--- config.mk ---
export PLATFORM = sky130hd
export DESIGN_NAME = mf_irq_unit_flat
export DESIGN_NICKNAME = d
export VERILOG_FILES = /design/src/mf_irq_pkg.sv /design/src/mf_irq_if.sv /design/src/mf_irq_unit.sv /design/src/flat_wrapper.sv
export SDC_FILE = /design/constraint.sdc
export NUM_CORES = 1
export LEC_CHECK = 0
export BUFFER_PORTS_ARGS = -buffer_cell sky130_fd_sc_hd__buf_2
export CORE_AREA = 2 2 39 41
export CTS_CLUSTER_DIAMETER = 30
export CTS_CLUSTER_SIZE = 25
export DETAILED_ROUTE_END_ITERATION = 8
export DIE_AREA = 0 0 41 43
export GPL_TIMING_DRIVEN = 0
export PLACE_DENSITY = 0.53
export SLEW_MARGIN = 15
export SYNTH_ARGS = -nofsm -noshare
export SYNTH_HDL_FRONTEND = slang
export SYNTH_SLANG_ARGS = --single-unit
--- constraint.sdc ---
create_clock -name sys_clk_i -period 2.3 [get_ports sys_clk_i]
set_input_delay 0.46 -clock sys_clk_i [delete_from_list [all_inputs] [get_ports sys_clk_i]]
set_output_delay 0.46 -clock sys_clk_i [all_outputs]
set_load 0.1 [all_outputs]
--- src/mf_irq_pkg.sv ---
// shared constants and types for the multi-function interrupt and wake-up logic
package mf_irq_pkg;
  localparam int          PC_W          = 13;
  localparam int          STACK_DEPTH   = 8;
  localparam int          SP_W          = 4;
  localparam logic [12:0] MF_VECTOR     = 13'h0010;
  localparam logic        GIE_RST       = 1'b0;
  localparam logic        FLAG_RST      = 1'b0;
  localparam logic        EN_RST        = 1'b0;
  localparam logic [3:0]  SP_RST        = 4'h0;
  localparam logic [12:0] PC_RST        = 13'h0000;
  typedef enum logic [1:0] {OP_NONE, OP_RETURN, OP_RETURN_REENABLE} ret_op_t;
  typedef enum {SEQ_RUN, SEQ_SLEEP} seq_state_t;
endpackage

--- src/mf_irq_if.sv ---
// interface joining the interrupt unit and the core's program sequencer
`timescale 1ns/1ps
interface mf_irq_if;
  import mf_irq_pkg::*;
  logic              irq_req;      // unit asks for a call to the shared vector
  logic              irq_ack;      // core takes the call this cycle
  logic              stack_full;   // core stack has no free level
  logic              global_irq_enable;
  logic              wakeup;       // wake pulse: one cycle, two when an enabled member also raises the group flag
  logic              low_power;    // core in the sleep state
  logic [1:0]        ret_op;       // return kind executed this cycle
  modport unit (output irq_req, output global_irq_enable, output wakeup,
                input irq_ack, input stack_full, input low_power, input ret_op);
  modport core (input irq_req, input global_irq_enable, input wakeup,
                output irq_ack, output stack_full, output low_power, output ret_op);
endinterface

--- src/mf_irq_unit.sv ---
// interrupt unit: low-voltage and nvm-done sources in one multi-function group
`timescale 1ns/1ps
module mf_irq_unit
  import mf_irq_pkg::*;
(
  input  wire logic sys_clk_i,
  input  wire logic reset_i,
  input  wire logic clk_en_i,
  input  wire logic low_voltage_detector_i,  // level: supply below threshold
  input  wire logic nvm_cycle_done_i,        // pulse: erase or write finished
  input  wire logic low_voltage_irq_enable_i,
  input  wire logic nvm_done_irq_enable_i,
  input  wire logic group_irq_enable_i,
  input  wire logic sw_clear_lv_i,           // pulse: software clears flag
  input  wire logic sw_clear_nvm_i,
  input  wire logic sw_set_lv_i,             // pulse: software presets flag
  input  wire logic sw_set_nvm_i,
  output logic      low_voltage_request_flag_o,
  output logic      nvm_done_request_flag_o,
  output logic      group_request_flag_o,
  mf_irq_if.unit    bus
);
  logic lv_r, nvm_r, grp_r, gie_r, req_r, wake_r;
  logic lv_prev_r, nvm_prev_r, grp_prev_r;
  logic lv_nxt, nvm_nxt, grp_nxt;
  logic take;

  // call accepted when the core acknowledges an offered request
  assign take = bus.irq_ack & req_r;

  // source flags: set wins over clear, service never touches them
  always_comb begin
    lv_nxt  = lv_r;
    nvm_nxt = nvm_r;
    if (sw_clear_lv_i)  lv_nxt = 1'b0;
    if (sw_clear_nvm_i) nvm_nxt = 1'b0;
    if (low_voltage_detector_i | sw_set_lv_i) lv_nxt = 1'b1;
    if (nvm_cycle_done_i | sw_set_nvm_i)       nvm_nxt = 1'b1;
  end

  // group flag: raised by any enabled pending member, cleared only by service
  always_comb begin
    grp_nxt = grp_r;
    if (take) grp_nxt = 1'b0;
    if ((lv_r & low_voltage_irq_enable_i) | (nvm_r & nvm_done_irq_enable_i))
      grp_nxt = 1'b1;
  end

  always_ff @(posedge sys_clk_i) begin
    if (reset_i) begin
      lv_r  <= FLAG_RST;
      nvm_r <= FLAG_RST;
      grp_r <= FLAG_RST;
    end else if (clk_en_i) begin
      lv_r  <= lv_nxt;
      nvm_r <= nvm_nxt;
      grp_r <= grp_nxt;
    end
  end

  // global enable: cleared on acceptance, set only by return-and-reenable
  always_ff @(posedge sys_clk_i) begin
    if (reset_i) begin
      gie_r <= GIE_RST;
    end else if (clk_en_i) begin
      if (take) begin
        gie_r <= 1'b0;
      end else if (bus.ret_op == 2'(OP_RETURN_REENABLE)) begin
        gie_r <= 1'b1;
      end else if (bus.ret_op == 2'(OP_RETURN)) begin
        gie_r <= gie_r;
      end
      // a plain return leaves the enable as it stands
    end
  end

  // request offer: next group flag, group and global enables plus stack room; registered from the next
  // flag value, so the offer rises with the group flag and loses no cycle, yet stays glitch free
  always_ff @(posedge sys_clk_i) begin
    if (reset_i) begin
      req_r <= 1'b0;
    end else if (clk_en_i) begin
      req_r <= grp_nxt & group_irq_enable_i & gie_r & ~take
               & ~bus.stack_full;
    end
  end

  // wake-up on any rising flag, enables deliberately ignored
  always_ff @(posedge sys_clk_i) begin
    if (reset_i) begin
      lv_prev_r  <= FLAG_RST;
      nvm_prev_r <= FLAG_RST;
      grp_prev_r <= FLAG_RST;
      wake_r     <= 1'b0;
    end else if (clk_en_i) begin
      lv_prev_r  <= lv_r;
      nvm_prev_r <= nvm_r;
      grp_prev_r <= grp_r;
      wake_r     <= bus.low_power & ((lv_r & ~lv_prev_r) | (nvm_r & ~nvm_prev_r)
                    | (grp_r & ~grp_prev_r));
    end
  end

  assign low_voltage_request_flag_o = lv_r;
  assign nvm_done_request_flag_o    = nvm_r;
  assign group_request_flag_o       = grp_r;
  assign bus.irq_req                = req_r;
  assign bus.global_irq_enable      = gie_r;
  assign bus.wakeup                 = wake_r;
endmodule

--- src/flat_wrapper.sv ---
// flat-port wrapper written by rule: the top's interface ports become plain ports
module mf_irq_unit_flat import mf_irq_pkg::*;
  (sys_clk_i, reset_i, clk_en_i, low_voltage_detector_i, nvm_cycle_done_i, low_voltage_irq_enable_i, nvm_done_irq_enable_i, group_irq_enable_i, sw_clear_lv_i, sw_clear_nvm_i, sw_set_lv_i, sw_set_nvm_i, low_voltage_request_flag_o, nvm_done_request_flag_o, group_request_flag_o, bus_irq_req, bus_global_irq_enable, bus_wakeup, bus_irq_ack, bus_stack_full, bus_low_power, bus_ret_op);
  mf_irq_if bus_i ();
  input  wire logic sys_clk_i;
  input  wire logic reset_i;
  input  wire logic clk_en_i;
  input  wire logic low_voltage_detector_i;
  input  wire logic nvm_cycle_done_i;
  input  wire logic low_voltage_irq_enable_i;
  input  wire logic nvm_done_irq_enable_i;
  input  wire logic group_irq_enable_i;
  input  wire logic sw_clear_lv_i;
  input  wire logic sw_clear_nvm_i;
  input  wire logic sw_set_lv_i;
  input  wire logic sw_set_nvm_i;
  output logic low_voltage_request_flag_o;
  output logic nvm_done_request_flag_o;
  output logic group_request_flag_o;
  output wire logic [$bits(bus_i.irq_req)-1:0] bus_irq_req;
  output wire logic [$bits(bus_i.global_irq_enable)-1:0] bus_global_irq_enable;
  output wire logic [$bits(bus_i.wakeup)-1:0] bus_wakeup;
  input wire logic [$bits(bus_i.irq_ack)-1:0] bus_irq_ack;
  input wire logic [$bits(bus_i.stack_full)-1:0] bus_stack_full;
  input wire logic [$bits(bus_i.low_power)-1:0] bus_low_power;
  input wire logic [$bits(bus_i.ret_op)-1:0] bus_ret_op;
  assign bus_irq_req = bus_i.irq_req;
  assign bus_global_irq_enable = bus_i.global_irq_enable;
  assign bus_wakeup = bus_i.wakeup;
  assign bus_i.irq_ack = bus_irq_ack;
  assign bus_i.stack_full = bus_stack_full;
  assign bus_i.low_power = bus_low_power;
  assign bus_i.ret_op = bus_ret_op;
  mf_irq_unit u_core (.sys_clk_i(sys_clk_i), .reset_i(reset_i), .clk_en_i(clk_en_i), .low_voltage_detector_i(low_voltage_detector_i), .nvm_cycle_done_i(nvm_cycle_done_i), .low_voltage_irq_enable_i(low_voltage_irq_enable_i), .nvm_done_irq_enable_i(nvm_done_irq_enable_i), .group_irq_enable_i(group_irq_enable_i), .sw_clear_lv_i(sw_clear_lv_i), .sw_clear_nvm_i(sw_clear_nvm_i), .sw_set_lv_i(sw_set_lv_i), .sw_set_nvm_i(sw_set_nvm_i), .low_voltage_request_flag_o(low_voltage_request_flag_o), .nvm_done_request_flag_o(nvm_done_request_flag_o), .group_request_flag_o(group_request_flag_o), .bus(bus_i));
endmodule
==> results of run 1 <==
## cell usage after synthesis
| library cell | count | area [um2] |
|---|---|---|
| sky130_fd_sc_hd__mux2i_1 | 3 | 30.0 |
| sky130_fd_sc_hd__nor2b_1 | 4 | 25.0 |
| sky130_fd_sc_hd__nor3b_1 | 1 | 7.51 |
| sky130_fd_sc_hd__nand2_1 | 4 | 15.0 |
| sky130_fd_sc_hd__buf_6 | 1 | 11.3 |
| sky130_fd_sc_hd__a22o_1 | 1 | 8.76 |
| sky130_fd_sc_hd__a21oi_1 | 4 | 20.0 |
| sky130_fd_sc_hd__o32ai_1 | 1 | 8.76 |
| sky130_fd_sc_hd__nand3_1 | 1 | 5.00 |
| sky130_fd_sc_hd__a22oi_1 | 1 | 7.51 |
| sky130_fd_sc_hd__a31oi_1 | 1 | 6.26 |
| sky130_fd_sc_hd__nand4_1 | 1 | 6.26 |
| sky130_fd_sc_hd__o21ai_1 | 2 | 10.0 |
| sky130_fd_sc_hd__buf_2 | 1 | 5.00 |
| sky130_fd_sc_hd__dfxtp_1 | 9 | 180 |
| sky130_fd_sc_hd__inv_1 | 2 | 7.51 |
| sky130_fd_sc_hd__nor2_1 | 5 | 18.8 |
| sky130_fd_sc_hd__o311ai_1 | 1 | 8.76 |
| sky130_fd_sc_hd__nand2b_1 | 1 | 6.26 |
## kinds of logic after synthesis
family,share of synthesized area
AO/OA/AOI/OAI,0.181
flip-flops,0.465
AND/OR/NAND/NOR,0.216
buffers and inverters,0.0613
multiplexers,0.0774
## cell type report
class	count	area, um2	share of cell area
multi-input combinational	31	184	0.341
sequential	9	180	0.334
timing repair buffer	21	105	0.195
clock buffer	4	26.3	0.0487
tap	16	20.0	0.0371
buffer	2	16.3	0.0302
inverter	2	7.51	0.0139
## per-layer routing
metal | global-route usage | share of wire | up-vias
li1 | - | - | 206
met1 | 0.126 | 0.48 | 170
met2 | 0.156 | 0.46 | 13
met3 | 0.0471 | 0.063 | 0
met4 | 0.0800 | 0 | 0
met5 | 0 | 0 | -
## path summary, 6_finish.rpt
path,startpoint,endpoint,cells past startpoint
worst min register to register,u_core.bus.wakeup,u_core.bus.wakeup,2
worst max-delay path,u_core.low_voltage_request_flag_o,low_voltage_request_flag_o,1
worst min-delay path,u_core.bus.wakeup,u_core.bus.wakeup,2
worst max register to register,u_core.low_voltage_request_flag_o,u_core.bus.wakeup,3
## sequential cells by signal, indices dropped and copies added (netlist names)
name and flops:
u_core.nvm_done_request_flag_o 1, u_core.grp_prev_r 1, u_core.bus.wakeup 1, u_core.bus.global_irq_enable 1
u_core.group_request_flag_o 1, u_core.low_voltage_request_flag_o 1, u_core.lv_prev_r 1, u_core.bus.irq_req 1
u_core.nvm_prev_r 1
## where the power goes
group	switching, mW	total, mW	internal (mW)	leakage (nW)
Sequential	0.00632	0.170	0.164	0.0737
Combinational	0.0609	0.0877	0.0268	0.171
Clock	0.0475	0.114	0.0664	0.0150
Total	0.115	0.372	0.257	0.259
## stage by stage
step                cells   util  power [mW]  hold slack (ns)  setup WS (ns)
CTS                    85  0.390       0.380            0.461          0.733
global placement       81  0.371       0.261            0.456           1.02
global route           85  0.390       0.394            0.468          0.673
detailed placement     81  0.371       0.262            0.458           1.01
floorplan              44      -       0.238            0.461          0.781
finish                 85  0.390       0.372            0.465          0.740
==> summary.log, run 1 <==
qor: timing.hold_viol_final 0
qor: critical_path.cp_data_required_time 1.84 ns
qor: power_and_ir_drop.static-leakage-power 0.259 nW
qor: global_routing.grt_pass1_wl 1250 um
qor: power_and_ir_drop.ir_worst_vdd 0.292 mV
qor: clocking.cts_root_buf sky130_fd_sc_hd__clkbuf_4
qor: cells_and_area.finalNetCount 87
qor: detailed_routing.detailroute.via_count 389
qor: die.ios 23
qor: detailed_routing.firstDrtPassIters 2
qor: clocking.cts_tree yes
qor: critical_path.worst_setup_path_start_kind flip-flop
qor: power_and_ir_drop.power-per-cell-area 689 nW/um2
qor: critical_path.worst_path_dominant_cell_family buffers and inverters
qor: detailed_routing.postRouteAntennaNets 0
qor: worst_hold_path.min-delay-path-class flip-flop to flip-flop
qor: synthesis.syn-instance-count 44
qor: placed_design.post_place_instance_area 513 um2
qor: critical_path.worst_path_max_delay_cell sky130_fd_sc_hd__buf_2
qor: synthesis.synthDistinctLibCells 19
qor: cells_and_area.mostFrequentLayoutCells sky130_fd_sc_hd__buf_2 (22), sky130_fd_sc_hd__dfxtp_1 (9), sky130_fd_sc_hd__nor2_1 (5)
qor: die.fp.coreArea 1380 um2
qor: clocking.cts_num_sinks 9
qor: synthesis.synth_sequential_area_ratio 0.465
qor: timing.period_minus_slack 1.56 ns
qor: critical_path.buffers_inverters_on_critical_path 1
qor: timing.timing.clock.skew 0.00132 ns
qor: detailed_routing.drt_iter0_drc 9
qor: die.die_h 43 um
qor: cells_and_area.fillers 157
qor: global_routing.groute.usage.overall 0.111
qor: synthesis.netlist_area 388 um2
qor: critical_path.rrSetupSlack 1.35 ns
qor: timing.worst_pin_slew 0.486 ns
qor: clocking.cts_buffers 3
qor: placed_design.port_buffers 21
qor: clocking.clock_latency 0.25 ns
qor: critical_path.cp-end-kind output pin
qor: clocking.maximum_clock_path_buffer_count 2
qor: clocking.ctsHtreeMaxLevel 1
qor: synthesis.synth-seq-cells 9
qor: clocking.cts.repair.resized 0
qor: die.floorplan.rows 14
qor: detailed_routing.detail_route.drc_violations 0
qor: job.maxCapViolCount 0
qor: synthesis.syn_nets 61
qor: detailed_routing.routed_wirelength 863 um
qor: outcome.outcome finished clean
qor: placed_design.gp_congestion 0.647
qor: cells_and_area.insertedDiodeCount 0
qor: cells_and_area.drive_above_1_share 0.377
qor: timing.timing.slew.headroom 0.678
qor: global_routing.grt_max_degree 11
qor: critical_path.crit_path_cell_trace buf_2
qor: critical_path.worst-path-max-fanout 5
qor: critical_path.worst_path_largest_cell_delay 0.45 ns
qor: clocking.clock_pin_slew_of_the_registers_on_the_worst_case_setup_and_hold_paths 0.06 ns
qor: clocking.post-cts-setup-buffers 0
qor: cells_and_area.area.growth.synth_to_final 39.0%
qor: timing.report.final.setup_viol 0
qor: die.floorplan.die.width 41 um
qor: global_routing.antenna_found_initial 0
qor: timing.final.period_utilization 0.678
qor: global_routing.grt_pass1_vias 317
qor: global_routing.global_route.overflow_total 0
qor: clocking.holdBufCountCts 0
qor: detailed_routing.avgViaCountPerCell 4.58
qor: timing.rsz_0062_raised_after_global_routing false
qor: synthesis.synthesis.area_per_instance 8.82 um2
qor: cells_and_area.post-route-cell-area 539 um2
qor: die.floorplan.initialDensity 0.280
qor: timing.max_clock_freq 0.641 GHz
qor: detailed_routing.routed_wire_length_per_instance 10.2 um
qor: critical_path.arr_time_crit_path 1.10 ns
qor: cells_and_area.layout.cells.most_common sky130_fd_sc_hd__buf_2
qor: synthesis.yosys_warnings 0
qor: timing.slew_viol_final 0
qor: critical_path.setup.worst_path.class flip-flop to output pin
qor: die.die-area 1760 um2
qor: timing.final.setup.tns 0 ns
Power figures use the tool's default switching activity.
==> run 2: changes to the inputs <==
Settings changed: PLACE_DENSITY 0.53 to 0.56.
Clock period 2.3 ns to 1.4 ns, I/O delays scaled along.
==> run 2 against run 1 <==
  * Global-route usage rose by 0.83 points
  * Setup slack got worse by 0.66 ns
  * Largest cell class is now registers
  * Final area rose by 0.93%
==> summary.log, run 2 (synthesis gave the netlist of run 1 again) <==
qor: critical_path.cp-end-kind output pin [unchanged]
qor: global_routing.grt_pass1_vias 343 [was 317]
qor: cells_and_area.area.growth.synth_to_final 40.3% [was 39.0%]
qor: detailed_routing.detail_route.drc_violations 0 [unchanged]
qor: detailed_routing.avgViaCountPerCell 4.48 [was 4.58]
qor: detailed_routing.drt_iter0_drc 10 [was 9]
qor: detailed_routing.postRouteAntennaNets 0 [unchanged]
qor: die.floorplan.initialDensity 0.280 [unchanged]
qor: critical_path.crit_path_cell_trace buf_2 [unchanged]
qor: die.floorplan.die.width 41 um [unchanged]
qor: die.ios 23 [unchanged]
qor: die.floorplan.rows 14 [unchanged]
qor: clocking.cts_tree yes [unchanged]
qor: clocking.maximum_clock_path_buffer_count 2 [unchanged]
qor: timing.final.setup.tns 0 ns [unchanged]
qor: clocking.post-cts-setup-buffers 0 [unchanged]
qor: clocking.clock_pin_slew_of_the_registers_on_the_worst_case_setup_and_hold_paths 0.06 ns [about the same]
qor: critical_path.worst-path-max-fanout 5 [unchanged]
qor: global_routing.global_route.overflow_total 0 [unchanged]
qor: worst_hold_path.min-delay-path-class input pin to flip-flop [was flip-flop to flip-flop]
qor: job.maxCapViolCount 0 [unchanged]
qor: cells_and_area.fillers 160 [was 157]
qor: timing.max_clock_freq 0.757 GHz
qor: timing.worst_pin_slew 0.484 ns [was 0.486 ns]
qor: cells_and_area.mostFrequentLayoutCells sky130_fd_sc_hd__buf_2 (22), sky130_fd_sc_hd__nor2_1 (5), sky130_fd_sc_hd__dfxtp_1 (5) [was sky130_fd_sc_hd__buf_2 (22), sky130_fd_sc_hd__dfxtp_1 (9), sky130_fd_sc_hd__nor2_1 (5)]
qor: critical_path.buffers_inverters_on_critical_path 1 [unchanged]
qor: critical_path.worst_path_max_delay_cell sky130_fd_sc_hd__buf_2 [unchanged]
qor: critical_path.worst_path_dominant_cell_family buffers and inverters [unchanged]
qor: cells_and_area.layout.cells.most_common sky130_fd_sc_hd__buf_2 [unchanged]
qor: critical_path.cp_data_required_time 1.12 ns [was 1.84 ns]
qor: clocking.cts_root_buf sky130_fd_sc_hd__clkbuf_4 [unchanged]
qor: die.die_h 43 um [unchanged]
qor: timing.final.period_utilization 0.944
qor: timing.hold_viol_final 0 [unchanged]
qor: clocking.clock_latency 0.25 ns [about the same]
qor: timing.finalWorstSetupSlack 0.0785 ns [was 0.740 ns]
qor: detailed_routing.detailroute.via_count 381 [was 389]
qor: timing.timing.slew.headroom 0.679 [was 0.678]
qor: power_and_ir_drop.ir_worst_vdd 0.421 mV [was 0.292 mV]
qor: timing.rsz_0062_raised_after_global_routing false [unchanged]
qor: global_routing.grt_pass1_wl 1350 um [was 1250 um]
qor: detailed_routing.routed_wire_length_per_instance 10.2 um [about the same]
qor: power_and_ir_drop.static-leakage-power 0.261 nW [was 0.259 nW]
qor: clocking.holdBufCountCts 0 [unchanged]
qor: power_and_ir_drop.power-per-cell-area 1140 nW/um2 [was 689 nW/um2]
qor: cells_and_area.finalNetCount 87 [unchanged]
qor: cells_and_area.drive_above_1_share 0.435 [was 0.377]
qor: global_routing.antenna_found_initial 0 [unchanged]
qor: critical_path.setup.worst_path.class flip-flop to output pin [unchanged]
qor: clocking.ctsHtreeMaxLevel 1 [unchanged]
qor: placed_design.place_worst_setup_slack 0.349 ns [was 1.01 ns]
qor: global_routing.grt_max_degree 11 [unchanged]
qor: clocking.cts_num_sinks 9 [unchanged]
qor: critical_path.worst_setup_path_start_kind flip-flop [unchanged]
qor: global_routing.groute.usage.overall 0.119 [was 0.111]
qor: timing.timing.clock.skew 0.00105 ns [was 0.00132 ns]
qor: placed_design.gp_congestion 0.655 [was 0.647]
qor: die.fp.coreArea 1380 um2 [unchanged]
qor: detailed_routing.routed_wirelength 866 um [was 863 um]
qor: detailed_routing.firstDrtPassIters 4 [was 2]
qor: timing.report.final.setup_viol 0 [unchanged]
qor: placed_design.port_buffers 21 [unchanged]
qor: die.die-area 1760 um2 [unchanged]
qor: outcome.outcome finished clean [unchanged]
qor: clocking.cts.repair.resized 0 [unchanged]
qor: critical_path.worst_path_largest_cell_delay 0.43 ns [was 0.45 ns]
qor: timing.slew_viol_final 0 [unchanged]
qor: clocking.cts_buffers 3 [unchanged]
qor: cells_and_area.insertedDiodeCount 0 [unchanged]
qor: timing.period_minus_slack 1.32 ns
qor: critical_path.arr_time_crit_path 1.04 ns [was 1.10 ns]
-- run 2: cell count changes in the layout (fill, tap and decap cells not counted) --
cell                      change
sky130_fd_sc_hd__dfxtp_1      -4
sky130_fd_sc_hd__dfxtp_2      +4
-- run 2: worst paths after layout --
check	from	endpoint	slack [ns]	cells past startpoint
hold reg to reg	u_core.bus.wakeup	u_core.bus.wakeup	0.47	2
hold / removal	nvm_cycle_done_i	u_core.nvm_done_request_flag_o	0.29	3
setup reg to reg	u_core.group_request_flag_o	u_core.bus.wakeup	0.47	3
setup / recovery	u_core.low_voltage_request_flag_o	low_voltage_request_flag_o	0.08	1
-- run 2: final cells by class --
cell class	count	area (um2)	share of cell area
Inverter	2	7.51	0.0138
Clock buffer	4	26.3	0.0483
Timing Repair Buffer	21	105	0.193
Multi-Input combinational cell	31	184	0.338
Sequential cell	9	185	0.340
Tap cell	16	20.0	0.0368
Buffer	2	16.3	0.0299
-- run 2: through the flow --
step            util  std cells  area [um2]  power [mW]  hold slack (ns)
6_report       0.393         85         544       0.620            0.288
5_1_grt        0.393         85         544       0.659            0.281
4_1_cts        0.393         85         544       0.634            0.280
3_5_place_dp   0.374         81         518       0.432            0.460
3_3_place_gp   0.374         81         518       0.431            0.457
2_1_floorplan      -         44         393       0.392            0.450
-- run 2: power by group --
group	switching (mW)	internal [mW]	total, mW
Sequential	0.00987	0.270	0.280
Combinational	0.101	0.0442	0.145
Clock	0.0854	0.110	0.195
-- run 2: layer usage --
layer | track usage | up-vias | share of wire
met4 | 0.100 | 0 | 0
li1 | - | 204 | -
met3 | 0.0471 | 0 | 0.057
met1 | 0.127 | 165 | 0.48
met2 | 0.172 | 12 | 0.46
met5 | 0 | - | 0
-- run 2: worst min-delay path, stage by stage --
cell,delay (ns)
sky130_fd_sc_hd__buf_2,0.08
sky130_fd_sc_hd__o21ai_1,0.05
sky130_fd_sc_hd__a21oi_1,0.10
